**config.mk**
```make
export PLATFORM = sky130hd
export DESIGN_NAME = spi_frame_trigger_decoder
export DESIGN_NICKNAME = d
export VERILOG_FILES = /design/src/rtl/spi_trig_pkg.sv /design/src/rtl/pin_sync.sv /design/src/rtl/spi_frame_trigger_decoder.sv
export VERILOG_INCLUDE_DIRS = /design/src /design/src/rtl
export SDC_FILE = /design/constraint.sdc
export NUM_CORES = 1
export LEC_CHECK = 0
export ABC_CLOCK_PERIOD_IN_PS = 13600
export BUFFER_PORTS_ARGS = -buffer_cell sky130_fd_sc_hd__clkbuf_2
export CAP_MARGIN = 20
export CORE_ASPECT_RATIO = 1.4
export CORE_MARGIN = 2
export CORE_UTILIZATION = 40
export DETAILED_ROUTE_END_ITERATION = 7
export PLACE_DENSITY = 0.56
export SLEW_MARGIN = 25
export SYNTH_ARGS = -nofsm -noshare
export SYNTH_HDL_FRONTEND = slang
export SYNTH_HIERARCHICAL = 1
export SYNTH_SLANG_ARGS = --single-unit
```
**constraint.sdc**
```tcl
create_clock -name i_clk -period 13.6 [get_ports i_clk]
set_input_delay 2.04 -clock i_clk [delete_from_list [all_inputs] [get_ports i_clk]]
set_output_delay 2.04 -clock i_clk [all_outputs]
set_load 0.02 [all_outputs]
```
**src/rtl/spi_trig_params.svh**
```systemverilog
// Constants for the serial frame trigger and decode block
`ifndef SPI_TRIG_PARAMS_SVH
`define SPI_TRIG_PARAMS_SVH

`define SPI_WORD_MAX 32
`define SPI_WORD_W 6
`define SPI_CNT_W 16
`define SPI_TS_W 32
`define SPI_SYNC_W 3
`define SPI_PIN_SCLK 0
`define SPI_PIN_CS 1
`define SPI_PIN_DATA 2
`define SPI_CNT_ZERO 16'h0000
`define SPI_CNT_ONE 16'h0001
`define SPI_CNT_MAX 16'hFFFF
`define SPI_TS_ZERO 32'h0000_0000
`define SPI_TS_ONE 32'h0000_0001
`define SPI_POS_ONE 17'h0_0001
`define SPI_WORD_ZERO 32'h0000_0000
`define SPI_LEN_ZERO 6'h00
`define SPI_LEN_ONE 6'h01
`define SPI_LEN_FULL 6'h20

`endif

```
**src/rtl/spi_trig_pkg.sv**
```systemverilog
// Types shared by the serial frame trigger and decode block
package spi_trig_pkg;

  // Trigger condition selection
  typedef enum logic [1:0] {
    TRIG_FRAME_START = 2'h0,
    TRIG_FRAME_END = 2'h1,
    TRIG_BIT = 2'h2,
    TRIG_PATTERN = 2'h3
  } trig_mode_t;

  // Frame tracking states, one-hot
  typedef enum logic [2:0] {
    ST_WAIT = 3'h1,
    ST_ARMED = 3'h2,
    ST_FRAME = 3'h4
  } frame_state_t;

  // Overall state reported per decoded frame
  typedef enum logic [1:0] {
    FRAME_OK = 2'h0,
    FRAME_SHORT_WORD = 2'h1,
    FRAME_EMPTY = 2'h2
  } frame_status_t;

endpackage

```
**src/rtl/pin_sync.sv**
```systemverilog
// Two flip-flop synchroniser for asynchronous pin levels
`timescale 1ns/100ps
module pin_sync #(
  parameter int W = 1
) (
  input wire logic i_clk,
  input wire logic i_sys_rst,
  input wire logic [W-1:0] i_async,
  output logic [W-1:0] o_sync
);

  logic [W-1:0] meta_q;

  // One pair of flops per line; first stage feeds only the second
  for (genvar g = 0; g < W; g++) begin : g_bit
    always_ff @(posedge i_clk or posedge i_sys_rst) begin
      if (i_sys_rst) begin
        meta_q[g] <= 1'b0;
        o_sync[g] <= 1'b0;
      end else begin
        meta_q[g] <= i_async[g];
        o_sync[g] <= meta_q[g];
      end
    end
  end

endmodule // pin_sync

```
**src/rtl/spi_frame_trigger_decoder.sv**
```systemverilog
// Serial peripheral bus frame trigger and per-frame decoder
`timescale 1ns/100ps
`include "spi_trig_params.svh"

module spi_frame_trigger_decoder
  import spi_trig_pkg::*;
(
  input wire logic i_clk,
  input wire logic i_sys_rst,
  input wire logic i_sclk,
  input wire logic i_cs,
  input wire logic i_data,
  input wire logic i_cs_used,
  input wire logic i_clk_rising,
  input wire logic i_cs_active_high,
  input wire logic i_data_active_high,
  input wire logic [15:0] i_idle_cycles,
  input wire logic [5:0] i_word_size,
  input wire logic i_msb_first,
  input wire logic [1:0] i_trig_mode,
  input wire logic [15:0] i_bit_offset,
  input wire logic [5:0] i_match_length,
  input wire logic [31:0] i_match_value,
  input wire logic [31:0] i_match_care,
  output logic o_in_frame,
  output logic o_frame_start,
  output logic o_frame_end,
  output logic o_trig,
  output logic [31:0] o_trig_time,
  output logic o_word_valid,
  output logic [31:0] o_word_data,
  output logic o_rec_valid,
  output logic [31:0] o_rec_start_time,
  output logic [15:0] o_rec_words,
  output logic [1:0] o_rec_state
);

  // Line level after polarity: 1 means asserted
  function automatic logic act_f(input logic lvl, input logic act_high);
    return act_high ? lvl : ~lvl;
  endfunction

  // Effective pattern length, grown to cover every defined bit
  function automatic logic [5:0] eff_len_f(input logic [5:0] len,
                                           input logic [31:0] care);
    logic [5:0] hi;
    hi = (len > `SPI_LEN_FULL) ? `SPI_LEN_FULL : len;
    for (int i = 0; i < `SPI_WORD_MAX; i++) begin
      if (care[i] && (6'(i + 1) > hi)) begin
        hi = 6'(i + 1);
      end
    end
    return hi;
  endfunction

  logic [2:0] pin_s;
  logic sclk_q;
  frame_state_t st_q;
  frame_state_t st_d;
  logic [15:0] idle_q;
  logic [15:0] bit_cnt_q;
  logic [15:0] bit_cnt_d;
  logic [31:0] shift_q;
  logic [31:0] shift_d;
  logic [31:0] word_q;
  logic [5:0] word_bits_q;
  logic [15:0] words_q;
  logic [31:0] ts_q;
  logic [31:0] start_ts_q;
  logic [31:0] first_bit_ts_q;
  logic [31:0] trig_ts_q;
  logic cs_act;
  logic data_bit;
  logic any_edge;
  logic samp_edge;
  logic start_ev;
  logic end_ev;
  logic idle_done;
  logic bit_ev;
  logic pat_hit;
  logic trig_ev;
  logic [5:0] eff_len;
  logic [5:0] word_size;
  logic [16:0] pat_end;

  // Pins come from another clock domain
  pin_sync #(.W(`SPI_SYNC_W)) u_sync (
    .i_clk(i_clk),
    .i_sys_rst(i_sys_rst),
    .i_async({i_data, i_cs, i_sclk}),
    .o_sync(pin_s)
  );

  // Delayed clock level for edge detection
  always_ff @(posedge i_clk or posedge i_sys_rst) begin
    if (i_sys_rst) begin
      sclk_q <= 1'b0;
    end else begin
      sclk_q <= pin_s[`SPI_PIN_SCLK];
    end
  end

  // Edge and polarity decode
  assign any_edge = pin_s[`SPI_PIN_SCLK] ^ sclk_q;
  assign samp_edge = any_edge &&
      (pin_s[`SPI_PIN_SCLK] == i_clk_rising);
  assign cs_act = act_f(pin_s[`SPI_PIN_CS], i_cs_active_high);
  assign data_bit = act_f(pin_s[`SPI_PIN_DATA], i_data_active_high);
  assign idle_done = (idle_q >= i_idle_cycles);
  assign word_size = (i_word_size == `SPI_LEN_ZERO) ? `SPI_LEN_ONE :
      ((i_word_size > `SPI_LEN_FULL) ? `SPI_LEN_FULL : i_word_size);

  // Frame boundary decisions
  always_comb begin
    st_d = st_q;
    start_ev = 1'b0;
    end_ev = 1'b0;
    case (st_q)
      ST_WAIT: begin
        if (i_cs_used) begin
          st_d = cs_act ? ST_WAIT : ST_ARMED;
        end else if (idle_done) begin
          st_d = ST_ARMED;
        end
      end
      ST_ARMED: begin
        if (i_cs_used ? cs_act : any_edge) begin
          start_ev = 1'b1;
          st_d = ST_FRAME;
        end
      end
      ST_FRAME: begin
        if (i_cs_used ? !cs_act : (idle_done && !any_edge)) begin
          end_ev = 1'b1;
          st_d = i_cs_used ? ST_ARMED : ST_ARMED;
        end
      end
      default: st_d = ST_WAIT;
    endcase
  end

  // State register and idle gap counter
  always_ff @(posedge i_clk or posedge i_sys_rst) begin
    if (i_sys_rst) begin
      st_q <= ST_WAIT;
      idle_q <= `SPI_CNT_ZERO;
    end else begin
      st_q <= st_d;
      if (any_edge) begin
        idle_q <= `SPI_CNT_ZERO;
      end else if (idle_q != `SPI_CNT_MAX) begin
        idle_q <= idle_q + `SPI_CNT_ONE;
      end
    end
  end

  // A bit lands on a sampling slope inside or opening a frame
  assign bit_ev = samp_edge &&
      ((st_q == ST_FRAME && !end_ev) || start_ev);
  always_comb begin
    bit_cnt_d = start_ev ? `SPI_CNT_ZERO : bit_cnt_q;
    shift_d = start_ev ? `SPI_WORD_ZERO : shift_q;
    if (bit_ev) begin
      if (bit_cnt_d != `SPI_CNT_MAX) begin
        bit_cnt_d = bit_cnt_d + `SPI_CNT_ONE;
      end
      shift_d = {shift_d[30:0], data_bit};
    end
  end

  // Pattern match at the bit closing offset plus length
  assign eff_len = eff_len_f(i_match_length, i_match_care);
  assign pat_end = {1'b0, i_bit_offset} + {11'h000, eff_len};
  always_comb begin
    pat_hit = bit_ev && (eff_len != `SPI_LEN_ZERO) &&
        ({1'b0, bit_cnt_d} == pat_end);
    for (int i = 0; i < `SPI_WORD_MAX; i++) begin
      // Oldest compared bit sits at eff_len-1
      if ((6'(i) < eff_len) && i_match_care[i] &&
          (shift_d[i] != i_match_value[i])) begin
        pat_hit = 1'b0;
      end
    end
  end

  // Trigger selection
  always_comb begin
    case (trig_mode_t'(i_trig_mode))
      TRIG_FRAME_START: trig_ev = start_ev;
      TRIG_FRAME_END: trig_ev = end_ev;
      TRIG_BIT: trig_ev = bit_ev &&
          ({1'b0, bit_cnt_d} == {1'b0, i_bit_offset} + `SPI_POS_ONE);
      TRIG_PATTERN: trig_ev = pat_hit;
      default: trig_ev = 1'b0;
    endcase
  end

  // Bit position, match history and timestamps
  always_ff @(posedge i_clk or posedge i_sys_rst) begin
    if (i_sys_rst) begin
      bit_cnt_q <= `SPI_CNT_ZERO;
      shift_q <= `SPI_WORD_ZERO;
      ts_q <= `SPI_TS_ZERO;
      start_ts_q <= `SPI_TS_ZERO;
      first_bit_ts_q <= `SPI_TS_ZERO;
    end else begin
      bit_cnt_q <= bit_cnt_d;
      shift_q <= shift_d;
      ts_q <= ts_q + `SPI_TS_ONE;
      if (start_ev) begin
        start_ts_q <= ts_q;
      end
      // Start time of the first compared bit, used to place the trigger
      if (bit_ev &&
          ({1'b0, bit_cnt_d} == {1'b0, i_bit_offset} + `SPI_POS_ONE)) begin
        first_bit_ts_q <= ts_q;
      end
    end
  end

  // Trigger pulse and its placed time
  always_ff @(posedge i_clk or posedge i_sys_rst) begin
    if (i_sys_rst) begin
      o_trig <= 1'b0;
      trig_ts_q <= `SPI_TS_ZERO;
    end else begin
      o_trig <= trig_ev;
      if (trig_ev) begin
        // Pattern is seen only at its last bit; time points at its first
        trig_ts_q <= (trig_mode_t'(i_trig_mode) == TRIG_PATTERN) ?
            first_bit_ts_q : ts_q;
      end
    end
  end
  assign o_trig_time = trig_ts_q;

  // Word assembly in either bit order
  always_ff @(posedge i_clk or posedge i_sys_rst) begin
    if (i_sys_rst) begin
      word_q <= `SPI_WORD_ZERO;
      word_bits_q <= `SPI_LEN_ZERO;
      words_q <= `SPI_CNT_ZERO;
      o_word_valid <= 1'b0;
      o_word_data <= `SPI_WORD_ZERO;
    end else begin
      o_word_valid <= 1'b0;
      if (start_ev) begin
        word_q <= `SPI_WORD_ZERO;
        word_bits_q <= `SPI_LEN_ZERO;
        words_q <= `SPI_CNT_ZERO;
      end
      if (bit_ev) begin
        if (word_bits_q + `SPI_LEN_ONE == word_size || start_ev &&
            word_size == `SPI_LEN_ONE) begin
          o_word_valid <= 1'b1;
          o_word_data <= i_msb_first ? {word_q[30:0], data_bit} :
              (start_ev ? `SPI_WORD_ZERO : word_q) |
              (32'(data_bit) << word_bits_q);
          word_q <= `SPI_WORD_ZERO;
          word_bits_q <= `SPI_LEN_ZERO;
          words_q <= (start_ev ? `SPI_CNT_ZERO : words_q) + `SPI_CNT_ONE;
        end else begin
          word_q <= i_msb_first ?
              {(start_ev ? 31'h0000_0000 : word_q[30:0]), data_bit} :
              (start_ev ? `SPI_WORD_ZERO : word_q) |
              (32'(data_bit) << (start_ev ? `SPI_LEN_ZERO : word_bits_q));
          word_bits_q <= (start_ev ? `SPI_LEN_ZERO : word_bits_q) +
              `SPI_LEN_ONE;
        end
      end
    end
  end

  // Frame record issued at frame end
  always_ff @(posedge i_clk or posedge i_sys_rst) begin
    if (i_sys_rst) begin
      o_rec_valid <= 1'b0;
      o_rec_start_time <= `SPI_TS_ZERO;
      o_rec_words <= `SPI_CNT_ZERO;
      o_rec_state <= FRAME_OK;
    end else begin
      o_rec_valid <= end_ev;
      if (end_ev) begin
        // Trigger of this frame may be later than its start: signed
        o_rec_start_time <= start_ts_q -
            (trig_ev ? ts_q : trig_ts_q);
        o_rec_words <= words_q;
        if (word_bits_q != `SPI_LEN_ZERO) begin
          o_rec_state <= FRAME_SHORT_WORD;
        end else if (words_q == `SPI_CNT_ZERO) begin
          o_rec_state <= FRAME_EMPTY;
        end else begin
          o_rec_state <= FRAME_OK;
        end
      end
    end
  end

  // Frame boundary pulses
  always_ff @(posedge i_clk or posedge i_sys_rst) begin
    if (i_sys_rst) begin
      o_frame_start <= 1'b0;
      o_frame_end <= 1'b0;
    end else begin
      o_frame_start <= start_ev;
      o_frame_end <= end_ev;
    end
  end
  assign o_in_frame = (st_q == ST_FRAME);

endmodule // spi_frame_trigger_decoder

```
==> report_table.html, run 1 <==
<table>
<tr><th>Metric</th><th>Value</th></tr>
<tr><th colspan="2">Outcome</th></tr>
<tr><td>Outcome</td><td>complete, no violations</td></tr>
<tr><th colspan="2">Clock tree</th></tr>
<tr><td>Clock sink total</td><td>342</td></tr>
<tr><td>Root buffer cell</td><td>clkbuf_16</td></tr>
<tr><td>CTS tree</td><td>built</td></tr>
<tr><td>Clock latency on the worst-skew pair</td><td>0.57 ns</td></tr>
<tr><td>Maximum buffer depth of the clock tree</td><td>3</td></tr>
<tr><td>Clock transition at the registers of the reported paths</td><td>0.06 ns</td></tr>
<tr><td>CTS HTree Levels</td><td>2</td></tr>
<tr><td>Number of buffers created by CTS</td><td>38</td></tr>
<tr><td>Post-cts hold buffer count</td><td>0</td></tr>
<tr><th colspan="2">Place</th></tr>
<tr><td>PortBufs</td><td>239</td></tr>
<tr><td>Placement Setup Slack</td><td>-0.327 ns</td></tr>
<tr><td>Routability congestion estimate from global placement</td><td>0.937</td></tr>
<tr><td>Number of placed instances, taps included</td><td>3080</td></tr>
<tr><td>Final HPWL DP</td><td>45000 µm</td></tr>
<tr><th colspan="2">Yosys</th></tr>
<tr><td>Synth Flop Type</td><td>dfrtp_1</td></tr>
<tr><td>Leading cell type by number of instances after synthesis</td><td>nand2_1</td></tr>
<tr><td>Fraction of synthesis flops using an asynchronous set or reset pin</td><td>1.00</td></tr>
<tr><td>Library cell with the largest summed area after synthesis</td><td>dfrtp_1</td></tr>
<tr><td>Post-synth top cells</td><td>nand2_1 (416), dfrtp_1 (341), o21ai_0 (199)</td></tr>
<tr><td>Total standard cell area after synthesis</td><td>20100 µm²</td></tr>
<tr><td>Warning count from the yosys run</td><td>6</td></tr>
<tr><td>Top post-synthesis cells by area</td><td>dfrtp_1 (42%), nand2_1 (7.8%), o21ai_0 (5.0%)</td></tr>
<tr><td>Yosys top cell area share</td><td>0.425</td></tr>
<tr><td>Number of different library cells in the post-synthesis netlist</td><td>90</td></tr>
<tr><td>Gate Count Post-Synth</td><td>2282</td></tr>
<tr><td>Post-synthesis register bit count</td><td>342</td></tr>
<tr><td>Syn Nets</td><td>2465</td></tr>
<tr><td>Number of flops mapped to enable cells by yosys</td><td>0</td></tr>
<tr><td>Syn avg cell area</td><td>8.80 µm²</td></tr>
<tr><td>Share of the yosys chip area belonging to registers</td><td>0.426</td></tr>
<tr><th colspan="2">Floorplan</th></tr>
<tr><td>Area enclosed by the die boundary</td><td>52100 µm²</td></tr>
<tr><td>Initial Utilization</td><td>0.403</td></tr>
<tr><td>Placement row count</td><td>97</td></tr>
<tr><td>I/O pins</td><td>240</td></tr>
<tr><td>DIE WIDTH</td><td>193 µm</td></tr>
<tr><td>Core outline area</td><td>49900 µm²</td></tr>
<tr><td>Die span in y</td><td>269 µm</td></tr>
<tr><th colspan="2">Setup path</th></tr>
<tr><td>Cell type with the highest occurrence count on the critical path</td><td>o21ai_0</td></tr>
<tr><td>Cell with the biggest individual delay on the critical path</td><td>or4_1</td></tr>
<tr><td>Largest fanout of any net on the critical path</td><td>23</td></tr>
<tr><td>Arr. time, crit path</td><td>13.14 ns</td></tr>
<tr><td>Element type at the critical path start</td><td>primary input</td></tr>
<tr><td>Largest stage delay on the critical path</td><td>0.60 ns</td></tr>
<tr><td>Nature of the critical path endpoint</td><td>register</td></tr>
<tr><td>Worst setup path class</td><td>in2reg</td></tr>
<tr><td>Required time at the endpoint of the critical path</td><td>14.00 ns</td></tr>
<tr><th colspan="2">Global routing</th></tr>
<tr><td>Total global routing track utilization</td><td>0.234</td></tr>
<tr><td>Global-route wire length before repair</td><td>98400 µm</td></tr>
<tr><td>Global route total overflow</td><td>0</td></tr>
<tr><td>Maximum number of pins on one net before global-route repair</td><td>133</td></tr>
<tr><td>Antenna violations before repair</td><td>2</td></tr>
<tr><td>Vias in the first global route</td><td>17800</td></tr>
<tr><th colspan="2">Route</th></tr>
<tr><td>Average wire per standard cell</td><td>19.7 µm</td></tr>
<tr><td>Detailed-route DRC error count</td><td>0</td></tr>
<tr><td>Avg Vias per Cell</td><td>5.57</td></tr>
<tr><td>Number of DRC violations after detailed-routing iteration 0</td><td>1049</td></tr>
<tr><td>Final Routed Wirelength</td><td>62000 µm</td></tr>
<tr><td>Drt pass-1 iters</td><td>5</td></tr>
<tr><td>Antenna violation net count after detailed routing</td><td>0</td></tr>
<tr><td>Total via count after detailed routing</td><td>17500</td></tr>
<tr><th colspan="2">Power</th></tr>
<tr><td>Switching Power</td><td>0.000939 W</td></tr>
<tr><td>Proportion of power drawn by the clock network</td><td>0.358</td></tr>
<tr><td>Internal Power</td><td>0.00197 W</td></tr>
<tr><td>Worst ir drop on vdd</td><td>124 µV</td></tr>
<tr><td>Leak</td><td>11.3 nW</td></tr>
<tr><td>Reg power frac</td><td>0.394</td></tr>
<tr><td>Power Dens Cells</td><td>125 nW/µm²</td></tr>
<tr><td>Switching part of the total power</td><td>0.322</td></tr>
<tr><td>Combinational share of power</td><td>0.248</td></tr>
<tr><th colspan="2">STA</th></tr>
<tr><td>Final Max Slew Viols</td><td>0</td></tr>
<tr><td>Worst-margin pin slew</td><td>0.978 ns</td></tr>
<tr><td>Post-layout min period</td><td>12.74 ns</td></tr>
<tr><td>Final hold vios</td><td>0</td></tr>
<tr><td>Final setup violation count</td><td>0</td></tr>
<tr><td>Maximum clock rate</td><td>78.5 MHz</td></tr>
<tr><td>Post-route setup slack</td><td>0.858 ns</td></tr>
<tr><td>Final setup TNS</td><td>0 ns</td></tr>
<tr><td>Unrepaired setup endpoints after global routing</td><td>no</td></tr>
<tr><td>Max transition margin</td><td>0.342</td></tr>
<tr><td>Post-route clock skew</td><td>0.0307 ns</td></tr>
<tr><td>Final critical-path share of the clock period</td><td>0.937</td></tr>
<tr><th colspan="2">Finish</th></tr>
<tr><td>Synthesis-to-layout area growth</td><td>16.1%</td></tr>
<tr><td>Fillcell total</td><td>4928</td></tr>
<tr><td>Proportion of layout cells with a drive suffix above 1</td><td>0.171</td></tr>
<tr><td>Count of nets after finishing</td><td>2665</td></tr>
<tr><td>Final Non-Filler Cells</td><td>3151</td></tr>
<tr><th colspan="2">Hold path</th></tr>
<tr><td>Class of the most critical hold timing path</td><td>reg2reg</td></tr>
<tr><th colspan="2">Flow run</th></tr>
<tr><td>Max cap viols</td><td>0</td></tr>
</table>
## state kept, by name, indices dropped and copies added (netlist names), 32 cells and up
register          count
ts_q                 32
o_rec_start_time     32
shift_q              32
o_trig_time          32
first_bit_ts_q       32
start_ts_q           32
o_word_data          32
word_q               32
## critical path, delay by kind of cell
kind | cells | cell delay (ns)
adders and majority gates | 4 | 1.25
and+or+nand+nor | 14 | 3.51
xor gates and xnor gates | 1 | 0.14
AOI/OAI and AO/OA | 30 | 5.77
buffers and inverters | 2 | 0.40
## layout make-up
class	count	area [µm²]	area share
antenna	1	2.50	0.000107
timing repair buffer	274	1490	0.0637
clock buffer	55	1160	0.0496
inverter	60	235	0.0101
tap	643	805	0.0345
clock inverter	10	97.6	0.00419
sequential	342	8560	0.367
multi-input combinational	1766	11000	0.471
## logic make-up (layout without fill, tap and decap cells)
| group | Yosys count | count (layout) | share of synthesized area |
|---|---|---|---|
| compound gates | 596 | 596 | 0.190 |
| other cells | 0 | 1 | 0 |
| simple gates | 867 | 867 | 0.196 |
| buf+inv | 174 | 399 | 0.0339 |
| fa+ha+maj | 63 | 63 | 0.0400 |
| mux | 79 | 79 | 0.0422 |
| flops | 342 | 342 | 0.426 |
| xor+xnor | 161 | 161 | 0.0716 |
## power by group through the flow
stage | Combinational, W | Clock (W) | Sequential, W
final | 0.000722 | 0.00104 | 0.00115
after global routing | 0.000796 | 0.00111 | 0.00116
after CTS | 0.000706 | 0.00107 | 0.00115
after detailed placement | 0.000701 | 0 | 0.00117
after global placement | 0.000694 | 0 | 0.00116
after floorplan | 0.000448 | 0 | 0.00118
## worst paths after layout
check	from	end	slack (ns)	cells past startpoint
max	i_match_care[3]	o_rec_start_time[30]	0.86	51
min	u_sync/meta_q[1]	u_sync/o_sync[1]	0.35	0
max reg2reg	u_sync/o_sync[1]	o_rec_start_time[31]	3.60	38
min reg2reg	u_sync/meta_q[1]	u_sync/o_sync[1]	0.35	0
max in group asynchronous	i_sys_rst	ts_q[7]	9.91	5
min in group asynchronous	i_sys_rst	idle_q[12]	1.45	2
## layout by cell type, fill, tap and decap left out, drive strengths merged, types with 16 or more instances in the layout
cell type  instances
o31ai             20
nor2             158
inv               60
mux2              43
nor2b             23
a31oi             18
a221o             21
nand2b            16
o21ai            201
a211oi            16
nand2            416
xnor2             77
and3              39
xor2              82
clkbuf           294
mux2i             36
buf               35
dfrtp            341
a21oi            136
a21boi            34
nand3             64
o21a              19
nor3              45
a22oi             23
nand4             23
ha                61
## layer usage
metal | routed length (µm) | vias up | part of all wire | global-route usage
li1 | - | 8469 | - | -
met1 | 26700 | 8523 | 0.43 | 0.298
met2 | 30200 | 422 | 0.49 | 0.395
met3 | 2640 | 124 | 0.043 | 0.0365
met4 | 2500 | 0 | 0.040 | 0.0972
met5 | 0 | - | 0 | 0
## per-stage QoR
step | area (µm²) | power [W] | hold WS (ns) | util
2_1_floorplan | 20100 | 0.00163 | 0.331 | -
3_3_place_gp | 21900 | 0.00186 | 0.342 | 0.439
3_5_place_dp | 21900 | 0.00187 | 0.339 | 0.439
4_1_cts | 23200 | 0.00293 | 0.352 | 0.464
5_1_grt | 23300 | 0.00306 | 0.355 | 0.467
6_report | 23300 | 0.00291 | 0.352 | 0.467
## repair_timing
| action | in CTS | in global routing |
|---|---|---|
| buffers inserted | 0 | 4 |
| resized for setup | 0 | 19 |
| endpoints found under the setup margin | 0 | 8 |
Power figures use the tool's default switching activity.
==> inputs of run 2 (changes only) <==
- BUFFER_PORTS_ARGS: -buffer_cell sky130_fd_sc_hd__clkbuf_2 -> -buffer_cell sky130_fd_sc_hd__buf_2
- REMOVE_ABC_BUFFERS: default -> 1
==> report_table.html, run 2 (synthesis results as in run 1) <==
<table>
<tr><th>Metric</th><th>Value</th></tr>
<tr><th colspan="2">Floorplan</th></tr>
<tr><td>I/O pins</td><td>240 (unchanged)</td></tr>
<tr><td>DIE WIDTH</td><td>193 µm (unchanged)</td></tr>
<tr><td>Area enclosed by the die boundary</td><td>52100 µm² (unchanged)</td></tr>
<tr><td>Initial Utilization</td><td>0.403 (unchanged)</td></tr>
<tr><td>Placement row count</td><td>97 (unchanged)</td></tr>
<tr><td>Core outline area</td><td>49900 µm² (unchanged)</td></tr>
<tr><td>Die span in y</td><td>269 µm (unchanged)</td></tr>
<tr><th colspan="2">Hold path</th></tr>
<tr><td>Depth of the worst hold-timing path</td><td>0 (unchanged)</td></tr>
<tr><td>Sink of the worst hold path</td><td>u_sync/o_sync[0]</td></tr>
<tr><td>Class of the most critical hold timing path</td><td>reg2reg</td></tr>
<tr><td>Hold Crit Start</td><td>u_sync/meta_q[0]</td></tr>
<tr><th colspan="2">Clock tree</th></tr>
<tr><td>Root buffer cell</td><td>clkbuf_16</td></tr>
<tr><td>Clock transition at the registers of the reported paths</td><td>0.07 ns (about the same)</td></tr>
<tr><td>Number of gates given a new drive strength after cts</td><td>0 (unchanged)</td></tr>
<tr><td>CTS tree</td><td>built</td></tr>
<tr><td>Clock latency on the worst-skew pair</td><td>0.54 ns (-0.03 ns)</td></tr>
<tr><td>Number of buffers created by CTS</td><td>38 (unchanged)</td></tr>
<tr><td>Post CTS Setup Buffer Count</td><td>0 (unchanged)</td></tr>
<tr><td>Maximum buffer depth of the clock tree</td><td>3 (unchanged)</td></tr>
<tr><td>Post-cts hold buffer count</td><td>0 (unchanged)</td></tr>
<tr><td>Clock sink total</td><td>342 (unchanged)</td></tr>
<tr><td>CTS HTree Levels</td><td>2 (unchanged)</td></tr>
<tr><th colspan="2">STA</th></tr>
<tr><td>Final setup violation count</td><td>0 (unchanged)</td></tr>
<tr><td>Maximum clock rate</td><td>77.5 MHz (-1.2%)</td></tr>
<tr><td>Final setup TNS</td><td>0 ns (unchanged)</td></tr>
<tr><td>Final critical-path share of the clock period</td><td>0.949 (+0.0116)</td></tr>
<tr><td>Unrepaired setup endpoints after global routing</td><td>no</td></tr>
<tr><td>Max transition margin</td><td>0.379 (+0.0376)</td></tr>
<tr><td>Final hold vios</td><td>0 (unchanged)</td></tr>
<tr><td>Post-layout min period</td><td>12.90 ns (+0.158 ns)</td></tr>
<tr><td>Worst-margin pin slew</td><td>0.931 ns (-0.0474 ns)</td></tr>
<tr><td>Final Max Slew Viols</td><td>0 (unchanged)</td></tr>
<tr><td>Post-route clock skew</td><td>0.0202 ns (-0.0105 ns)</td></tr>
<tr><th colspan="2">Place</th></tr>
<tr><td>Number of placed instances, taps included</td><td>3082 (+0.065%)</td></tr>
<tr><td>PortBufs</td><td>239 (unchanged)</td></tr>
<tr><td>Routability congestion estimate from global placement</td><td>0.941 (+0.37%)</td></tr>
<tr><td>Final HPWL DP</td><td>42700 µm (-5.1%)</td></tr>
<tr><th colspan="2">Power</th></tr>
<tr><td>Proportion of power drawn by the clock network</td><td>0.364 (+0.006)</td></tr>
<tr><td>Combinational share of power</td><td>0.245 (-0.003)</td></tr>
<tr><td>Switching Power</td><td>0.000936 W (-0.37%)</td></tr>
<tr><td>Tot Pwr</td><td>0.00292 W (+0.36%)</td></tr>
<tr><td>Worst ir drop on vdd</td><td>92.0 µV (-26%)</td></tr>
<tr><td>Leak</td><td>11.3 nW (+0.23%)</td></tr>
<tr><td>Power Dens Cells</td><td>126 nW/µm² (+0.61%)</td></tr>
<tr><td>Reg power frac</td><td>0.392 (-0.002)</td></tr>
<tr><td>Internal Power</td><td>0.00199 W (+0.71%)</td></tr>
<tr><td>Switching part of the total power</td><td>0.320 (-0.00235)</td></tr>
<tr><th colspan="2">Setup path</th></tr>
<tr><td>Element type at the critical path start</td><td>primary input</td></tr>
<tr><td>Nature of the critical path endpoint</td><td>register</td></tr>
<tr><td>Arr. time, crit path</td><td>13.30 ns (+0.16 ns)</td></tr>
<tr><td>Cell with the biggest individual delay on the critical path</td><td>or4_1</td></tr>
<tr><td>Worst setup path class</td><td>in2reg</td></tr>
<tr><td>Critical R2R Launch</td><td>u_sync/o_sync[0]</td></tr>
<tr><td>Cell type with the highest occurrence count on the critical path</td><td>a21oi_1</td></tr>
<tr><td>Logic depth of the worst register-to-register path</td><td>40 (+5.3%)</td></tr>
<tr><td>Largest stage delay on the critical path</td><td>0.58 ns (-0.02 ns)</td></tr>
<tr><td>Largest fanout of any net on the critical path</td><td>9 (-61%)</td></tr>
<tr><td>Capture instance of the worst register-to-register path</td><td>o_rec_start_time[31]</td></tr>
<tr><td>Required time at the endpoint of the critical path</td><td>14.00 ns (about the same)</td></tr>
<tr><td>Slack of the worst reg-to-reg path</td><td>3.22 ns (-0.38 ns)</td></tr>
<tr><th colspan="2">Route</th></tr>
<tr><td>Average wire per standard cell</td><td>19.0 µm (-3.5%)</td></tr>
<tr><td>Number of DRC violations after detailed-routing iteration 0</td><td>951 (-9.3%)</td></tr>
<tr><td>Final Routed Wirelength</td><td>59800 µm (-3.5%)</td></tr>
<tr><td>Total via count after detailed routing</td><td>17600 (+0.097%)</td></tr>
<tr><td>Avg Vias per Cell</td><td>5.57 (about the same)</td></tr>
<tr><td>Antenna violation net count after detailed routing</td><td>0 (unchanged)</td></tr>
<tr><td>Detailed-route DRC error count</td><td>0 (unchanged)</td></tr>
<tr><td>Drt pass-1 iters</td><td>8 (+3)</td></tr>
<tr><th colspan="2">Finish</th></tr>
<tr><td>Commonest cells after routing, fill and taps aside</td><td>nand2_1 (412), dfrtp_1 (341), buf_2 (239), o21ai_0 (197), nor2_1 (156)</td></tr>
<tr><td>Final Non-Filler Cells</td><td>3151 (unchanged)</td></tr>
<tr><td>Antenna Cells</td><td>0 (-1)</td></tr>
<tr><td>Count of nets after finishing</td><td>2662 (-0.11%)</td></tr>
<tr><td>Fillcell total</td><td>4855 (-1.5%)</td></tr>
<tr><td>Synthesis-to-layout area growth</td><td>15.8%</td></tr>
<tr><td>Most common library cell in the layout ignoring fill and taps</td><td>nand2_1</td></tr>
<tr><td>Utilization of the core after routing</td><td>0.466 (-0.00115)</td></tr>
<tr><td>Proportion of layout cells with a drive suffix above 1</td><td>0.167 (-0.00366)</td></tr>
<tr><th colspan="2">Outcome</th></tr>
<tr><td>Outcome</td><td>complete, no violations</td></tr>
<tr><th colspan="2">Global routing</th></tr>
<tr><td>Vias in the first global route</td><td>17800 (-0.16%)</td></tr>
<tr><td>Total global routing track utilization</td><td>0.226 (-0.00773)</td></tr>
<tr><td>Global-route wire length before repair</td><td>96100 µm (-2.4%)</td></tr>
<tr><td>Antenna violations before repair</td><td>1 (-1)</td></tr>
<tr><td>Global route total overflow</td><td>0 (unchanged)</td></tr>
<tr><td>Maximum number of pins on one net before global-route repair</td><td>124 (-6.8%)</td></tr>
<tr><th colspan="2">Flow run</th></tr>
<tr><td>Max cap viols</td><td>0 (unchanged)</td></tr>
</table>
[run 2: changes by cell type in the layout (fill, tap and decap cells not counted), moves of 4 or more]
cell and change:
clkbuf_8 -5, buf_2 +239, clkbuf_2 -239, clkinvlp_4 +4
buf_4 -4
[run 2: power groups by stage]
stage	combinational [W]	clock, W	sequential (W)
6_report	0.000715	0.00106	0.00115
5_1_grt	0.000794	0.00113	0.00116
4_1_cts	0.000714	0.00110	0.00115
3_5_place_dp	0.000710	0	0.00116
3_3_place_gp	0.000706	0	0.00116
2_1_floorplan	0.000429	0	0.00119
[run 2: area by class of cell]
class	instances	area, µm²	area share
clock buffers	53	1100	0.0472
clock inverters	16	173	0.00742
inverters	60	235	0.0101
multi-input cells	1766	10900	0.470
flip-flops and latches	342	8560	0.368
well taps	643	805	0.0346
repair buffers	271	1450	0.0624
[run 2: metrics by stage]
stage	instance area, µm²	hold slack, ns	setup slack (ns)
2_1_floorplan	19600	0.331	-0.941
3_3_place_gp	21900	0.335	0.103
3_5_place_dp	21900	0.337	-0.0934
4_1_cts	23200	0.354	0.434
5_1_grt	23300	0.357	0.0261
6_report	23300	0.351	0.700
[run 2: routing by layer]
| layer | part of all wire | global-route usage | vias up |
|---|---|---|---|
| li1 | - | - | 8486 |
| met1 | 0.43 | 0.285 | 8437 |
| met2 | 0.49 | 0.390 | 505 |
| met3 | 0.048 | 0.0320 | 125 |
| met4 | 0.039 | 0.0898 | 2 |
| met5 | 0.00020 | 0 | - |
[run 2: how the worst max path moves through the flow]
| stage | start | endpoint | slack (ns) | cells past startpoint |
|---|---|---|---|---|
| 2_1_floorplan | i_cs_active_high | o_rec_start_time[31] | -0.94 | 34 |
| 3_3_place_gp | i_match_length[4] | o_rec_start_time[31] | 0.10 | 49 |
| 3_5_place_dp | i_match_length[4] | o_rec_start_time[31] | -0.09 | 47 |
| 4_1_cts | i_match_length[4] | o_rec_start_time[31] | 0.43 | 47 |
| 5_1_grt | i_match_length[2] | o_rec_start_time[31] | 0.03 | 49 |
| 6_report | i_match_care[3] | o_rec_start_time[31] | 0.70 | 50 |
[run 2: worst max-delay path: cells and delay by family]
family,cells,cell delay [ns]
and+or+nand+nor,13,3.69
AOI/OAI and AO/OA,31,6.27
xor gates and xnor gates,1,0.08
buffers and inverters,2,0.29
adders and majority gates,3,0.91
==> inputs of run 3 (changes only) <==
- CORE_MARGIN: 2 -> default
- GPL_ROUTABILITY_DRIVEN: default -> 0
- SYNTH_HIERARCHICAL: 1 -> default
==> report_table.html, run 3 <==
<table>
<tr><th>Metric</th><th>Value</th></tr>
<tr><th colspan="2">Floorplan</th></tr>
<tr><td>Placement row count</td><td>97 (unchanged)</td></tr>
<tr><td>Initial Utilization</td><td>0.407 (+0.00419)</td></tr>
<tr><td>Area enclosed by the die boundary</td><td>52200 µm² (+0.20%)</td></tr>
<tr><td>Die span in y</td><td>270 µm (+0.25%)</td></tr>
<tr><td>I/O pins</td><td>240 (unchanged)</td></tr>
<tr><td>DIE WIDTH</td><td>193 µm (about the same)</td></tr>
<tr><td>Core outline area</td><td>50400 µm² (+0.97%)</td></tr>
<tr><th colspan="2">Hold path</th></tr>
<tr><td>Hold Crit Start</td><td>u_sync.meta_q[1]</td></tr>
<tr><td>Class of the most critical hold timing path</td><td>reg2reg</td></tr>
<tr><th colspan="2">Route</th></tr>
<tr><td>Total via count after detailed routing</td><td>17700 (+0.99%)</td></tr>
<tr><td>Avg Vias per Cell</td><td>5.55 (-0.34%)</td></tr>
<tr><td>Number of DRC violations after detailed-routing iteration 0</td><td>1042 (+9.6%)</td></tr>
<tr><td>Drt pass-1 iters</td><td>8 (unchanged)</td></tr>
<tr><td>Detailed-route DRC error count</td><td>16 (+16)</td></tr>
<tr><td>Antenna violation net count after detailed routing</td><td>0 (unchanged)</td></tr>
<tr><td>Average wire per standard cell</td><td>18.2 µm (-4.2%)</td></tr>
<tr><td>Final Routed Wirelength</td><td>58000 µm (-2.9%)</td></tr>
<tr><th colspan="2">Flow run</th></tr>
<tr><td>Max cap viols</td><td>0 (unchanged)</td></tr>
<tr><th colspan="2">Yosys</th></tr>
<tr><td>Gate Count Post-Synth</td><td>2331 (+2.1%)</td></tr>
<tr><td>Share of the yosys chip area belonging to registers</td><td>0.418 (-0.00845)</td></tr>
<tr><td>Fraction of synthesis flops using an asynchronous set or reset pin</td><td>1.00 (unchanged)</td></tr>
<tr><td>Number of different library cells in the post-synthesis netlist</td><td>87 (-3.3%)</td></tr>
<tr><td>Top post-synthesis cells by area</td><td>dfrtp_1 (42%), nand2_1 (7.2%), ha_1 (3.7%)</td></tr>
<tr><td>Total standard cell area after synthesis</td><td>20500 µm² (+2.0%)</td></tr>
<tr><td>Leading cell type by number of instances after synthesis</td><td>nand2_1</td></tr>
<tr><td>Library cell with the largest summed area after synthesis</td><td>dfrtp_1</td></tr>
<tr><td>Synth Flop Type</td><td>dfrtp_1</td></tr>
<tr><td>Post-synth top cells</td><td>nand2_1 (394), dfrtp_1 (341), nor2_1 (193)</td></tr>
<tr><td>Number of flops mapped to enable cells by yosys</td><td>0 (unchanged)</td></tr>
<tr><td>Post-synthesis register bit count</td><td>342 (unchanged)</td></tr>
<tr><td>Warning count from the yosys run</td><td>0 (-6)</td></tr>
<tr><td>Syn avg cell area</td><td>8.79 µm² (-0.12%)</td></tr>
<tr><td>Yosys top cell area share</td><td>0.416 (-0.00843)</td></tr>
<tr><th colspan="2">Finish</th></tr>
<tr><td>Commonest cells after routing, fill and taps aside</td><td>nand2_1 (391), dfrtp_1 (341), buf_2 (239), nor2_1 (193), a21oi_1 (150)</td></tr>
<tr><td>Antenna Cells</td><td>0 (unchanged)</td></tr>
<tr><td>Utilization of the core after routing</td><td>0.472 (+0.00604)</td></tr>
<tr><td>Final Non-Filler Cells</td><td>3193 (+1.3%)</td></tr>
<tr><td>Proportion of layout cells with a drive suffix above 1</td><td>0.168 (+0.000379)</td></tr>
<tr><td>Count of nets after finishing</td><td>2704 (+1.6%)</td></tr>
<tr><td>Most common library cell in the layout ignoring fill and taps</td><td>nand2_1</td></tr>
<tr><td>Synthesis-to-layout area growth</td><td>16.1%</td></tr>
<tr><th colspan="2">Setup path</th></tr>
<tr><td>Arr. time, crit path</td><td>13.39 ns (+0.09 ns)</td></tr>
<tr><td>Element type at the critical path start</td><td>primary input</td></tr>
<tr><td>Cell with the biggest individual delay on the critical path</td><td>or4_4</td></tr>
<tr><td>Largest stage delay on the critical path</td><td>0.56 ns (-0.02 ns)</td></tr>
<tr><td>Cell type with the highest occurrence count on the critical path</td><td>o21ai_0</td></tr>
<tr><td>Nature of the critical path endpoint</td><td>register</td></tr>
<tr><td>Critical R2R Launch</td><td>u_sync.o_sync[0]</td></tr>
<tr><td>Required time at the endpoint of the critical path</td><td>14.08 ns (+0.08 ns)</td></tr>
<tr><td>Largest fanout of any net on the critical path</td><td>11 (+2)</td></tr>
<tr><td>Worst setup path class</td><td>in2reg</td></tr>
<tr><td>Critical path launch point</td><td>i_match_length[2]</td></tr>
<tr><th colspan="2">STA</th></tr>
<tr><td>Final Max Slew Viols</td><td>0 (unchanged)</td></tr>
<tr><td>Final setup TNS</td><td>0 ns (unchanged)</td></tr>
<tr><td>Post-layout min period</td><td>12.91 ns (+0.0116 ns)</td></tr>
<tr><td>Maximum clock rate</td><td>77.4 MHz (about the same)</td></tr>
<tr><td>Hold Worst Slack</td><td>0.353 ns (+0.00154 ns)</td></tr>
<tr><td>Max transition margin</td><td>0.325 (-0.0546)</td></tr>
<tr><td>Worst-margin pin slew</td><td>1.01 ns (+0.0819 ns)</td></tr>
<tr><td>Post-route clock skew</td><td>0.0246 ns (+0.00446 ns)</td></tr>
<tr><td>Final setup violation count</td><td>0 (unchanged)</td></tr>
<tr><td>Final critical-path share of the clock period</td><td>0.949 (about the same)</td></tr>
<tr><td>Final hold vios</td><td>0 (unchanged)</td></tr>
<tr><th colspan="2">Global routing</th></tr>
<tr><td>Vias in the first global route</td><td>17500 (-1.4%)</td></tr>
<tr><td>Antenna violations before repair</td><td>0 (-1)</td></tr>
<tr><td>Total global routing track utilization</td><td>0.220 (-0.00567)</td></tr>
<tr><td>Maximum number of pins on one net before global-route repair</td><td>152 (+23%)</td></tr>
<tr><td>Global route total overflow</td><td>0 (unchanged)</td></tr>
<tr><td>Global-route wire length before repair</td><td>93400 µm (-2.8%)</td></tr>
<tr><th colspan="2">Place</th></tr>
<tr><td>PortBufs</td><td>239 (unchanged)</td></tr>
<tr><td>Final HPWL DP</td><td>41500 µm (-2.9%)</td></tr>
<tr><td>Number of placed instances, taps included</td><td>3121 (+1.3%)</td></tr>
<tr><th colspan="2">Clock tree</th></tr>
<tr><td>Clock transition at the registers of the reported paths</td><td>0.06 ns (about the same)</td></tr>
<tr><td>CTS tree</td><td>built</td></tr>
<tr><td>Number of buffers created by CTS</td><td>39 (+2.6%)</td></tr>
<tr><td>Maximum buffer depth of the clock tree</td><td>3 (unchanged)</td></tr>
<tr><td>Post-cts hold buffer count</td><td>0 (unchanged)</td></tr>
<tr><td>Root buffer cell</td><td>clkbuf_16</td></tr>
<tr><td>CTS HTree Levels</td><td>2 (unchanged)</td></tr>
<tr><td>Clock latency on the worst-skew pair</td><td>0.56 ns (+0.02 ns)</td></tr>
<tr><td>Clock sink total</td><td>342 (unchanged)</td></tr>
<tr><th colspan="2">Power</th></tr>
<tr><td>Worst ir drop on vdd</td><td>88.3 µV (-4.0%)</td></tr>
<tr><td>Leak</td><td>11.3 nW (-0.19%)</td></tr>
<tr><td>Power Dens Cells</td><td>124 nW/µm² (-1.7%)</td></tr>
<tr><th colspan="2">Outcome</th></tr>
<tr><td>Outcome</td><td>complete, but fails checks</td></tr>
<tr><td>Violations in the final reports</td><td>DRC</td></tr>
</table>
-- run 3: cell count changes in the layout (fill, tap and decap cells not counted), sizes merged, moves of 20 or more --
cell and delta:
mux2i +38, a21boi -23, nor2 +35, nand2 -22, o21ai -66, a221o -21, nor2b +20
-- run 3: cells by family after synthesis --
kind of cell / share of synthesized area
AND/OR/NAND/NOR: 0.209
buffers and inverters: 0.0365
AO/OA/AOI/OAI: 0.169
adder cells (fa/ha/maj): 0.0392
XOR/XNOR: 0.0699
multiplexers: 0.0587
flip-flops: 0.418
-- run 3: per-stage QoR --
step                worst slack, ns  total power (W)  area, µm²
floorplan                     -1.71          0.00158      20000
global placement            0.00375          0.00181      22300
detailed placement           -0.453          0.00182      22300
CTS                           0.102          0.00298      23600
global route               -0.00412          0.00310      23800
finish                        0.688          0.00294      23800
-- run 3: power by group --
part / leakage (nW) / switching [W] / internal (W)
clock network: 0.682 / 0.000439 / 0.000692
registers: 4.65 / 0.0000737 / 0.00110
logic: 5.93 / 0.000409 / 0.000229
total: 11.3 / 0.000921 / 0.00202
-- run 3: per-layer routing --
layer	global-route usage	wire (µm)	vias to the layer above
met4	0.0825	1980	0
met2	0.394	29100	533
met1	0.263	23700	8457
met3	0.0372	3270	120
li1	-	-	8619
met5	0	0	-
-- run 3: worst paths after layout --
| path | to | slack [ns] | cells past startpoint |
|---|---|---|---|
| max reg2reg | o_rec_start_time[30] | 3.01 | 39 |
| min | u_sync.o_sync[1] | 0.35 | 0 |
| min reg2reg | u_sync.o_sync[1] | 0.35 | 0 |
| max | o_rec_start_time[30] | 0.69 | 51 |
| min in group asynchronous | o_frame_end | 1.64 | 2 |
| max in group asynchronous | bit_cnt_q[12] | 10.42 | 3 |
-- run 3: area by class of cell --
type,instances,area (µm²)
Fill cell,4984,26600
Timing Repair Buffer,270,1440
Tap cell,643,805
Inverter,66,258
Multi-Input combinational cell,1802,11400
Clock buffer,53,1120
Clock inverter,17,254
Sequential cell,342,8560
-- run 3: worst max-delay path: cells and delay by family --
kind                     cells  cell delay (ns)
AND/OR/NAND/NOR             13             3.01
buffers and inverters        2             0.24
AO/OA/AOI/OAI               30             6.33
multiplexers                 1             0.37
adder cells (fa/ha/maj)      4             1.25
XOR/XNOR                     1             0.14
-- run 3: timing repair --
item	in CTS	in global routing
buffers inserted	0	2
resized for setup	0	22
setup endpoints to repair	0	10
